--- config.mk ---
export PLATFORM = sky130hd
export DESIGN_NAME = lkt_ctrl
export DESIGN_NICKNAME = d
export VERILOG_FILES = /design/src/include/lkt_pkg.sv /design/src/rtl/lkt_ctrl.sv
export SDC_FILE = /design/constraint.sdc
export NUM_CORES = 1
export LEC_CHECK = 0
export BUFFER_PORTS_ARGS = -buffer_cell sky130_fd_sc_hd__buf_2
export CORE_MARGIN = 2
export CORE_UTILIZATION = 50
export DETAILED_ROUTE_END_ITERATION = 7
export PLACE_DENSITY = 0.72
export SLEW_MARGIN = 20
export SYNTH_ARGS = -nofsm -noshare
export SYNTH_HDL_FRONTEND = slang
export SYNTH_SLANG_ARGS = --single-unit
--- constraint.sdc ---
create_clock -name core_clk -period 2.3 [get_ports core_clk]
set_clock_uncertainty 0.1 [all_clocks]
set_input_delay 0.115 -clock core_clk [delete_from_list [all_inputs] [get_ports core_clk]]
set_output_delay 0.115 -clock core_clk [all_outputs]
set_load 0.01 [all_outputs]
--- src/include/lkt_pkg.sv ---
// Purpose: shared constants and types for the single-wire bus transceiver control
// Assumes: core_clk at 10 MHz
// Notes:   times are kept in their own unit and turned into cycle counts here
package lkt_pkg;

   // ----------------------------------------
   // clock and timing
   // ----------------------------------------
   localparam int unsigned CLK_HZ          = 10_000_000;
   localparam int unsigned TO_NOM_MS       = 12;
   localparam int unsigned TO_MIN_MS       = 6;
   localparam int unsigned TO_MAX_MS       = 20;
   localparam int unsigned TO_NOM_CYC      = TO_NOM_MS * (CLK_HZ / 1000);
   localparam int unsigned TO_MIN_CYC      = TO_MIN_MS * (CLK_HZ / 1000);
   localparam int unsigned TO_MAX_CYC      = TO_MAX_MS * (CLK_HZ / 1000);
   localparam int unsigned LIN_MAX_BPS     = 20_000;
   localparam int unsigned FLASH_MAX_BPS   = 115_000;
   localparam int unsigned MIN_BPS_WITH_TO = 1600;

   // ----------------------------------------
   // configuration
   // ----------------------------------------
   typedef enum logic [1:0] {
      LKT_MODE_LIN    = 2'h0,
      LKT_MODE_RXONLY = 2'h1,
      LKT_MODE_FLASH  = 2'h3
   } lkt_mode_t;

   localparam lkt_mode_t MODE_RESET = LKT_MODE_LIN;
   localparam logic      TOE_RESET  = 1'b1;

   typedef struct packed {
      lkt_mode_t mode;
      logic      dominant_timeout_enable;
   } lkt_cfg_t;

   typedef struct packed {
      logic bus_overtemperature_flag;
      logic timeout_active;
   } lkt_diag_t;

   // driver state: gray along normal -> blocked -> hot
   typedef enum logic [1:0] {
      LKT_DRV_ON   = 2'h0,
      LKT_DRV_TOUT = 2'h1,
      LKT_DRV_HOT  = 2'h3
   } lkt_drv_t;

endpackage

--- src/rtl/lkt_ctrl.sv ---
// Purpose: control logic of a single-wire bus transceiver (normal, receive-only, flash)
// Assumes: all inputs synchronous to core_clk; bus pin resolved outside from enable
// Notes:   configuration arrives as a load strobe from the serial control links
//          overtemperature and supply level arrive as clean synchronous levels
//          the bus pin is open drain, so only its enable ever moves
//
// Functional notes
// - receive output follows sensed bus level
// - transmit bits become dominant or recessive
// - three modes: normal, receive-only, flash
// - receive-only never drives bus dominant
// - flash mode disables slope and current limit
// - mode from config field, reset default
// - high transmit input never pulls dominant
// - recessive bus always gives high receive
// - resumes by itself after supply return
// - resumes by itself after short removal
// - long dominant transmit disables driver
// - rising transmit edge re-enables transmission
// - timeout enable bit switches timeout off
// - overtemperature: driver off, flag set
// - overtemperature leaves configuration unchanged
// - no wake-up from bus activity
// - K-Line works in normal mode unchanged
// - timeout nominal 12 ms, 6 to 20
`timescale 1ns/1ns
module lkt_ctrl
   import lkt_pkg::*;
#(
   parameter int unsigned TIMEOUT_CYC = TO_NOM_CYC
) (
   input  wire logic      core_clk,
   input  wire logic      resetn,
   // microcontroller side
   input  wire logic      tx_data,
   output logic           rx_data,
   // bus pin, open-drain: drive low only
   input  wire logic      bus_in,
   output logic           bus_out,
   output logic           bus_oe,
   // analog front end controls
   output logic           slope_ctrl_en,
   output logic           current_limit_en,
   input  wire logic      overtemp_in,
   input  wire logic      supply_ok,
   // configuration load from serial control links
   input  wire logic      cfg_valid,
   output logic           cfg_ready,
   input  lkt_cfg_t       cfg_data,
   output lkt_cfg_t       cfg_q,
   // diagnosis
   input  wire logic      diag_clear,
   output lkt_diag_t      diag_q,
   // received-bit buffer stream
   output logic           rxs_valid,
   input  wire logic      rxs_ready,
   output logic           rxs_data,
   output logic           wake_event
);

   // counter wide enough to hold the limit itself
   localparam int          CW         = $clog2(TIMEOUT_CYC + 1);
   // shortened limits are for simulation runs only
   localparam int unsigned SIM_TO_MAX = 4096;

   // ----------------------------------------
   // elaboration checks
   // ----------------------------------------
   if ((TIMEOUT_CYC < TO_MIN_CYC || TIMEOUT_CYC > TO_MAX_CYC)
       && (TIMEOUT_CYC > SIM_TO_MAX || TIMEOUT_CYC == 0)) begin : g_bad_timeout
      $error("lkt_ctrl: TIMEOUT_CYC out of range");
   end

   // ----------------------------------------
   // configuration register
   // ----------------------------------------
   lkt_cfg_t  cfg_r;
   logic      cfg_ready_r;

   // ready rises on the first clock after reset and stays high; loads are taken from then on
   always_ff @(posedge core_clk) begin
      if (!resetn) begin
         cfg_ready_r <= 1'b0;
      end else begin
         cfg_ready_r <= 1'b1;
      end
   end

   always_ff @(posedge core_clk) begin
      if (!resetn) begin
         cfg_r.mode                    <= MODE_RESET;
         cfg_r.dominant_timeout_enable <= TOE_RESET;
      end else if (cfg_valid && cfg_ready_r) begin
         // overtemperature has no path here, so settings survive it
         cfg_r <= cfg_data;
      end
   end

   // ----------------------------------------
   // transmit edge detect and dominant counter
   // ----------------------------------------
   logic          tx_prev_r;
   logic [CW-1:0] dom_cnt_r;
   logic [CW-1:0] dom_cnt_nxt;
   logic          tx_rise;
   logic          to_expire;

   // expire on the last counted low cycle so the driver stops right at the limit
   assign tx_rise   = tx_data && !tx_prev_r;
   assign to_expire = cfg_r.dominant_timeout_enable && !tx_data
                      && (dom_cnt_r >= CW'(TIMEOUT_CYC - 1));

   // saturates at the limit, so a long low never wraps back under it
   always_comb begin
      dom_cnt_nxt = dom_cnt_r;
      if (tx_data) begin
         dom_cnt_nxt = '0;
      end else if (dom_cnt_r != CW'(TIMEOUT_CYC)) begin
         dom_cnt_nxt = dom_cnt_r + CW'(1);
      end
   end

   // resets high like the idle line, so no false edge follows reset
   always_ff @(posedge core_clk) begin
      if (!resetn) begin
         tx_prev_r <= 1'b1;
      end else begin
         tx_prev_r <= tx_data;
      end
   end

   always_ff @(posedge core_clk) begin
      if (!resetn) begin
         dom_cnt_r <= '0;
      end else begin
         dom_cnt_r <= dom_cnt_nxt;
      end
   end

   // ----------------------------------------
   // driver state
   // ----------------------------------------
   lkt_drv_t drv_r;
   logic     drv_on;
   logic     drv_tout;

   assign drv_on   = (drv_r == LKT_DRV_ON);
   assign drv_tout = (drv_r == LKT_DRV_TOUT);

   always_ff @(posedge core_clk) begin
      if (!resetn) begin
         drv_r <= LKT_DRV_ON;
      end else begin
         // overtemperature outranks the timeout in both working states
         case (drv_r)
            LKT_DRV_ON: begin
               if (overtemp_in) begin
                  drv_r <= LKT_DRV_HOT;
               end else if (to_expire) begin
                  drv_r <= LKT_DRV_TOUT;
               end
            end
            LKT_DRV_TOUT: begin
               if (overtemp_in) begin
                  drv_r <= LKT_DRV_HOT;
               // clearing the enable frees the line here, as a rising transmit edge does
               end else if (tx_rise || !cfg_r.dominant_timeout_enable) begin
                  drv_r <= LKT_DRV_ON;
               end
            end
            LKT_DRV_HOT: begin
               // cooled down: back without bus action
               if (!overtemp_in) begin
                  drv_r <= LKT_DRV_ON;
               end
            end
            default: begin
               // illegal code: fall back to a working driver
               drv_r <= LKT_DRV_ON;
            end
         endcase
      end
   end

   // ----------------------------------------
   // bus driver and front end
   // ----------------------------------------
   logic drive_dom;
   logic mode_rxonly;
   logic mode_flash;

   assign mode_rxonly = (cfg_r.mode == LKT_MODE_RXONLY);
   assign mode_flash  = (cfg_r.mode == LKT_MODE_FLASH);

   // supply loss only gates the driver; no state is held, so recovery is automatic
   // heat gates it at once too, not only a cycle later through the state
   assign drive_dom = !tx_data
                      && drv_on
                      && !mode_rxonly
                      && !overtemp_in
                      && supply_ok;

   // open drain: the data bit never leaves low
   always_ff @(posedge core_clk) begin
      if (!resetn) begin
         bus_out <= 1'b0;
      end else begin
         bus_out <= 1'b0;
      end
   end

   // reset leaves the driver off
   always_ff @(posedge core_clk) begin
      if (!resetn) begin
         bus_oe <= 1'b0;
      end else begin
         bus_oe <= drive_dom;
      end
   end

   // shaping is dropped only in flash mode, where edges must be fast
   always_ff @(posedge core_clk) begin
      if (!resetn) begin
         slope_ctrl_en    <= 1'b1;
         current_limit_en <= 1'b1;
      end else begin
         slope_ctrl_en    <= !mode_flash;
         current_limit_en <= !mode_flash;
      end
   end

   // ----------------------------------------
   // receive path
   // ----------------------------------------
   // one stage; off the supply range a recessive line still reads high
   always_ff @(posedge core_clk) begin
      if (!resetn) begin
         rx_data <= 1'b1;
      end else begin
         rx_data <= bus_in;
      end
   end

   // ----------------------------------------
   // diagnosis: set wins over clear
   // ----------------------------------------
   lkt_diag_t diag_r;

   always_ff @(posedge core_clk) begin
      if (!resetn) begin
         diag_r <= '0;
      end else begin
         diag_r.bus_overtemperature_flag <= overtemp_in
            || (diag_r.bus_overtemperature_flag && !diag_clear);
         diag_r.timeout_active <= drv_tout;
      end
   end

   // ----------------------------------------
   // two-entry buffer of received bus edges
   // ----------------------------------------
   // write side offers each change of level; a change met by a full buffer
   // stays offered, so the next word carries the level that the bus has then
   logic in_valid;
   logic in_ready;
   logic in_bit;
   logic push;
   logic pop;
   logic rx_prev_r;
   logic head_v_r;
   logic head_d_r;
   logic tail_v_r;
   logic tail_d_r;

   assign in_bit   = bus_in;
   assign in_valid = (bus_in != rx_prev_r);
   // no pass-through on a full buffer: keeps the reader's ready off this path
   assign in_ready = !tail_v_r;
   assign push     = in_valid && in_ready;
   assign pop      = head_v_r && rxs_ready;

   always_ff @(posedge core_clk) begin
      if (!resetn) begin
         rx_prev_r <= 1'b1;
      end else if (push) begin
         rx_prev_r <= in_bit;
      end
   end

   // head slot drives the stream and holds while the reader stalls;
   // on a pop it takes the tail, or the new word when the tail is empty
   always_ff @(posedge core_clk) begin
      if (!resetn) begin
         head_v_r <= 1'b0;
         head_d_r <= 1'b1;
      end else if (pop) begin
         head_v_r <= tail_v_r || push;
         head_d_r <= tail_v_r ? tail_d_r : in_bit;
      end else if (!head_v_r && push) begin
         head_v_r <= 1'b1;
         head_d_r <= in_bit;
      end
   end

   // tail slot fills only behind a valid head
   always_ff @(posedge core_clk) begin
      if (!resetn) begin
         tail_v_r <= 1'b0;
         tail_d_r <= 1'b1;
      end else if (pop) begin
         tail_v_r <= 1'b0;
      end else if (head_v_r && push) begin
         tail_v_r <= 1'b1;
         tail_d_r <= in_bit;
      end
   end

   assign rxs_valid = head_v_r;
   assign rxs_data  = head_d_r;

   // ----------------------------------------
   // wake-up
   // ----------------------------------------
   // no wake-up source exists on this pin; held low by a register all the same
   logic wake_r;

   always_ff @(posedge core_clk) begin
      if (!resetn) begin
         wake_r <= 1'b0;
      end else begin
         wake_r <= 1'b0;
      end
   end

   // ----------------------------------------
   // outputs
   // ----------------------------------------
   // all of these come straight from registers
   assign cfg_q      = cfg_r;
   assign cfg_ready  = cfg_ready_r;
   assign diag_q     = diag_r;
   assign wake_event = wake_r;

endmodule

# Word-level counts from Yosys, hierarchy flattened

Cells that the tools add are included.

Flip-flop bits (word level): 34
Bits of input ports: 12
Output and inout bits: 14
Logic and storage cells: 72

$add $sub $neg: 1
Order comparisons: 1
Equal/unequal tests: 9
Mux-type cells: 12
Bitwise gates (word level): 2
Reduce and logical (&&, ||, !) cells: 31

Operators by type and width:

| operator                                                        | count |
|---|---|
| 17-bit by 1-bit adder with 17-bit output, second input constant | 1 |
| 17-bit >= comparator, second input constant                     | 1 |
| 17-bit != test, second input constant                           | 1 |
| 1-bit logical AND                                               | 13 |
| 2-bit 2-to-1 mux                                                | 5 |
| 1-bit logical NOT                                               | 9 |
| 1-bit 2-to-1 mux                                                | 6 |
| 2-bit one-hot mux with 3 select lines                           | 1 |
| 2-bit by 1-bit == test with 1-bit output, second input constant | 2 |
| 2-bit == test, second input constant                            | 2 |
| 2-bit OR reduction                                              | 2 |
| 1-bit logical OR                                                | 3 |
| 3-bit by 2-bit != test with 1-bit output, second input constant | 1 |
| 3-bit != test, second input constant                            | 1 |
| 3-bit AND reduction                                             | 1 |
| 2-bit logical NOT                                               | 1 |
| 2-bit != test, second input constant                            | 1 |
| 1-bit NOT                                                       | 2 |
| 2-bit AND reduction                                             | 1 |
| 2-bit nonzero test                                              | 1 |
| 1-bit != test                                                   | 1 |

# Logic depth before layout (Yosys ltp)

Word-level depth: 6
Gate-level depth with buffers: 6

# Least setup slack after synthesis

No wires, ideal clock.

Path type: reg2reg
Start: register dom_cnt_r[0]
End: register dom_cnt_r[2]
Setup time: 0.132 ns
Data arrival time: 1.618 ns
Required time: 2.068 ns
Path slack: 0.450 ns
Cell stages (with the launch flop): 7
Buffers on the path: 0
Period minus slack after synthesis: 1.850 ns
Cells stage by stage: dfxtp_1 -> inv_1 -> ha_1 -> or4b_1 -> or4_4 -> o211ai_2 -> a21oi_1

Word-level cells in the longest chain between the ends: 1
Elaborated cells on any way between the ends: 2
Those cells by class: add/sub (1); eq/ne (1)

Ends and longest elaborated chain:

| what                                                                              | RTL line                         | source |
|---|---|---|
| from (decl)                                                                       | lkt_ctrl.sv:103                  | `logic [CW-1:0] dom_cnt_r;` |
| from (signal assigned)                                                            | lkt_ctrl.sv:136                  | `dom_cnt_r <= dom_cnt_nxt;` |
| 17-bit by 1-bit adder with 17-bit output / 17-bit != test (equally long branches) | lkt_ctrl.sv:119, lkt_ctrl.sv:118 |  |

Several ways; a longest one is shown, not always the timed one.
A chain may end at the register's enable or synchronous reset.

# Final worst setup path

Start: register dom_cnt_r[0]
End: register dom_cnt_r[0]

The elaborated chain is that of the path after synthesis.

==> impl_metrics.ini <==
[drt]
vias = 1362
drt_pass1_iterations = 4
via_per_inst = 5.537
postRouteAntennaNets = 0
drtIter0Drc = 96
drt-total-wl_um = 3200
drc = 0
drt-wirelength-per-cell_um = 13.01

[setup_path]
regToRegStartpoint = dom_cnt_r[0]
required_ns = 2.38
r2r_cells = 6
arrival_ns = 2.07
endpoint_kind = flip-flop
critPathMaxFanout = 5
r2r_slack_ns = 0.31
critPathLaunchType = flip-flop
reg2reg_to = dom_cnt_r[0]
critPathKind = reg2reg

[place]
io_buffers = 23
pre_cts_ws_ns = 0.3192
place_congestion = 0.7388
hpwl_um = 2225
dp.cells = 227

[floorplan]
initial_core_util_pct = 51.39
die-area_um2 = 3519
core_area_um2 = 2978
rows = 20
dieWidth_um = 59.32
die_y_um = 59.32
io_pins = 26

[power_and_ir_drop]
p_per_area_nw_per_um2 = 568.6
worst_ir_drop_vdd_mv = 0.2447
leakage_uw = 0.0006706

[grt]
grt_pass1_vias = 1361
gr-total-overflow = 0
grt_max_degree = 21
antenna_found_initial = 0
grt_pass1_wl_um = 5361
grt_use_total_pct = 20.35

[job]
cap_violations = 0

[timing]
slew_viol_final = 0
setup_ws_ns = 0.3057
post-route-period-util_pct = 86.71
whs_ns = 0.02356
slew_headroom_pct = 51.01
setup-violations-final = 0
worst_slew_pin_slew_ns = 0.7349
setup-tns-final_ns = 0
finalHoldViolCount = 0
final.min_clock_period_ns = 1.994
rsz0062_at_grt = no
fmax_mhz = 501.4

[yosys]
synth-seq-area-share_pct = 44.48
avgSynthCellArea_um2 = 8.597
ys_async_sr_fraction_pct = 0
synth_edf_count = 0
synth_seq_cells = 34
synth.distinct_cells = 44
ys_warn_count = 0
ys.flop_type = dfxtp_1
syn-cell-area_um2 = 1530
synth_cells = 178

[clock_network]
cts_sinks = 34
cts_resized = 0
cts-htree-levels = 2
clk_pin_slew_ns = 0.10
clockBufferDepth = 2
clock_latency_ns = 0.33
cts_tree = done
cts_root_buf = clkbuf_4
cts_inserted_buffers = 5

[hold_path]
min_to = tail_d_r
hp-start = rxs_ready
hold_class = in2reg
holdPathStages = 4

[finish]
antenna_cells = 0
drive_gt1_share_pct = 15.96
fin_nets = 227
nFillCells = 276
layout.cells.non_filler = 246
synthToLayoutAreaGrowth_pct = 18.72

[status]
status = complete, no violations
==> layout by cell type, fill, tap and decap left out, types with 2 or more instances in the layout <==
master and count:
nand2b_1 4, conb_1 2, nor2_1 15, ha_1 2, nor4_1 4, inv_1 12
nand4_1 2, a21o_1 2, clkbuf_4 5, a21oi_1 6, nand2_1 15, nand3_1 14
a21boi_0 2, nor2b_1 3, nor4b_1 2, nor3_1 8, o21ai_0 5, a31o_2 2
clkinv_2 2, dlygate4sd3_1 12, and3_1 2, xor2_1 2, buf_2 23, a211o_1 2
xnor2_1 10, mux2i_1 2, dfxtp_1 34
==> critical path, cell delays in order, from the launching register on <==
cell     delay, ns
dfxtp_1       0.36
inv_1         0.11
ha_1          0.15
or4b_1        0.46
or4_4         0.46
nor3_1        0.15
nor3_1        0.07
==> per-stage QoR <==
step	area, µm²	util, %	power, µW
4_1_cts	1817	61.01	1045
3_3_place_gp	1649	55.38	728.8
2_1_floorplan	1534	-	700.4
3_5_place_dp	1649	55.38	735.1
5_1_grt	1817	61.01	1092
6_report	1817	61.01	1033
==> where the power goes <==
group	switching, µW	total [µW]	internal, µW
sequential	18.0	627	609
clock	186	296	110
combinational	53.9	110	56.1
total	258	1030	775
==> synth_stat cells, types with 2 or more instances <==
library cell / instances / area [µm²]
a21o_1: 2 / 15.01
nand3_1: 14 / 70.07
dfxtp_1: 34 / 680.7
nand4_1: 2 / 12.51
a21oi_1: 6 / 30.03
xor2_1: 2 / 17.52
nor2_1: 15 / 56.30
a31o_2: 2 / 17.52
nor2b_1: 3 / 18.77
o21ai_0: 5 / 25.02
and3_1: 2 / 12.51
nand2b_1: 4 / 25.02
a211o_1: 2 / 17.52
mux2i_1: 2 / 20.02
nor4_1: 4 / 25.02
nor4b_1: 2 / 17.52
a21boi_0: 2 / 15.01
buf_4: 3 / 22.52
ha_1: 2 / 25.02
nor3_1: 8 / 40.04
xnor2_1: 10 / 87.58
inv_1: 12 / 45.04
clkbuf_1: 5 / 18.77
nand2_1: 15 / 56.30
==> per-layer routing <==
layer / track usage [%] / part of all wire, % / up-vias
met4: 8.117 / 1.1 / 0
met1: 20.52 / 41 / 636
met2: 38.30 / 52 / 40
li1: - / - / 681
met5: 0 / 0 / -
met3: 6.114 / 5.0 / 5
==> registers in the layout, indices dropped and copies added (netlist names), 2 cells and up <==
| signal | flops |
|---|---|
| dom_cnt_r | 17 |
| cfg_q | 3 |
| diag_q | 2 |
| drv_r | 2 |
==> cell families (layout without fill, tap and decap cells) <==
kind of cell | Yosys count | in the layout | synth area share [%]
simple gates | 78 | 78 | 26.66
flops | 34 | 34 | 44.48
compound gates | 29 | 29 | 13.16
buf+inv | 20 | 54 | 5.642
xor+xnor | 12 | 12 | 6.868
fa+ha+maj | 2 | 2 | 1.635
mux | 2 | 2 | 1.308
other cells | 1 | 2 | 0.2451
==> how the worst max path moves through the flow <==
stage / start / to / slack [ns] / cells past startpoint
final: dom_cnt_r[0] / dom_cnt_r[0] / 0.31 / 6
after CTS: dom_cnt_r[0] / dom_cnt_r[0] / 0.31 / 6
after global placement: dom_cnt_r[0] / dom_cnt_r[2] / 0.39 / 6
after floorplan: dom_cnt_r[0] / dom_cnt_r[2] / 0.45 / 6
after global routing: dom_cnt_r[0] / dom_cnt_r[0] / 0.17 / 6
after detailed placement: dom_cnt_r[0] / dom_cnt_r[2] / 0.32 / 6
==> what timing repair did <==
item / in CTS / in global routing
setup buffers: 0 / 0
hold buffers: 12 / 0
endpoints found under the hold margin: 11 / 0
==> area by class of cell <==
class	instances	area [µm²]	share of cell area, %
tap	33	41.29	2.273
multi-input combinational	125	767.0	42.22
timing repair buffer	35	235.2	12.95
inverter	12	45.04	2.479
sequential	34	680.7	37.47
clock buffer	5	37.54	2.066
clock inverter	2	10.01	0.5510
No activity file was read; power rests on OpenSTA's default activity.
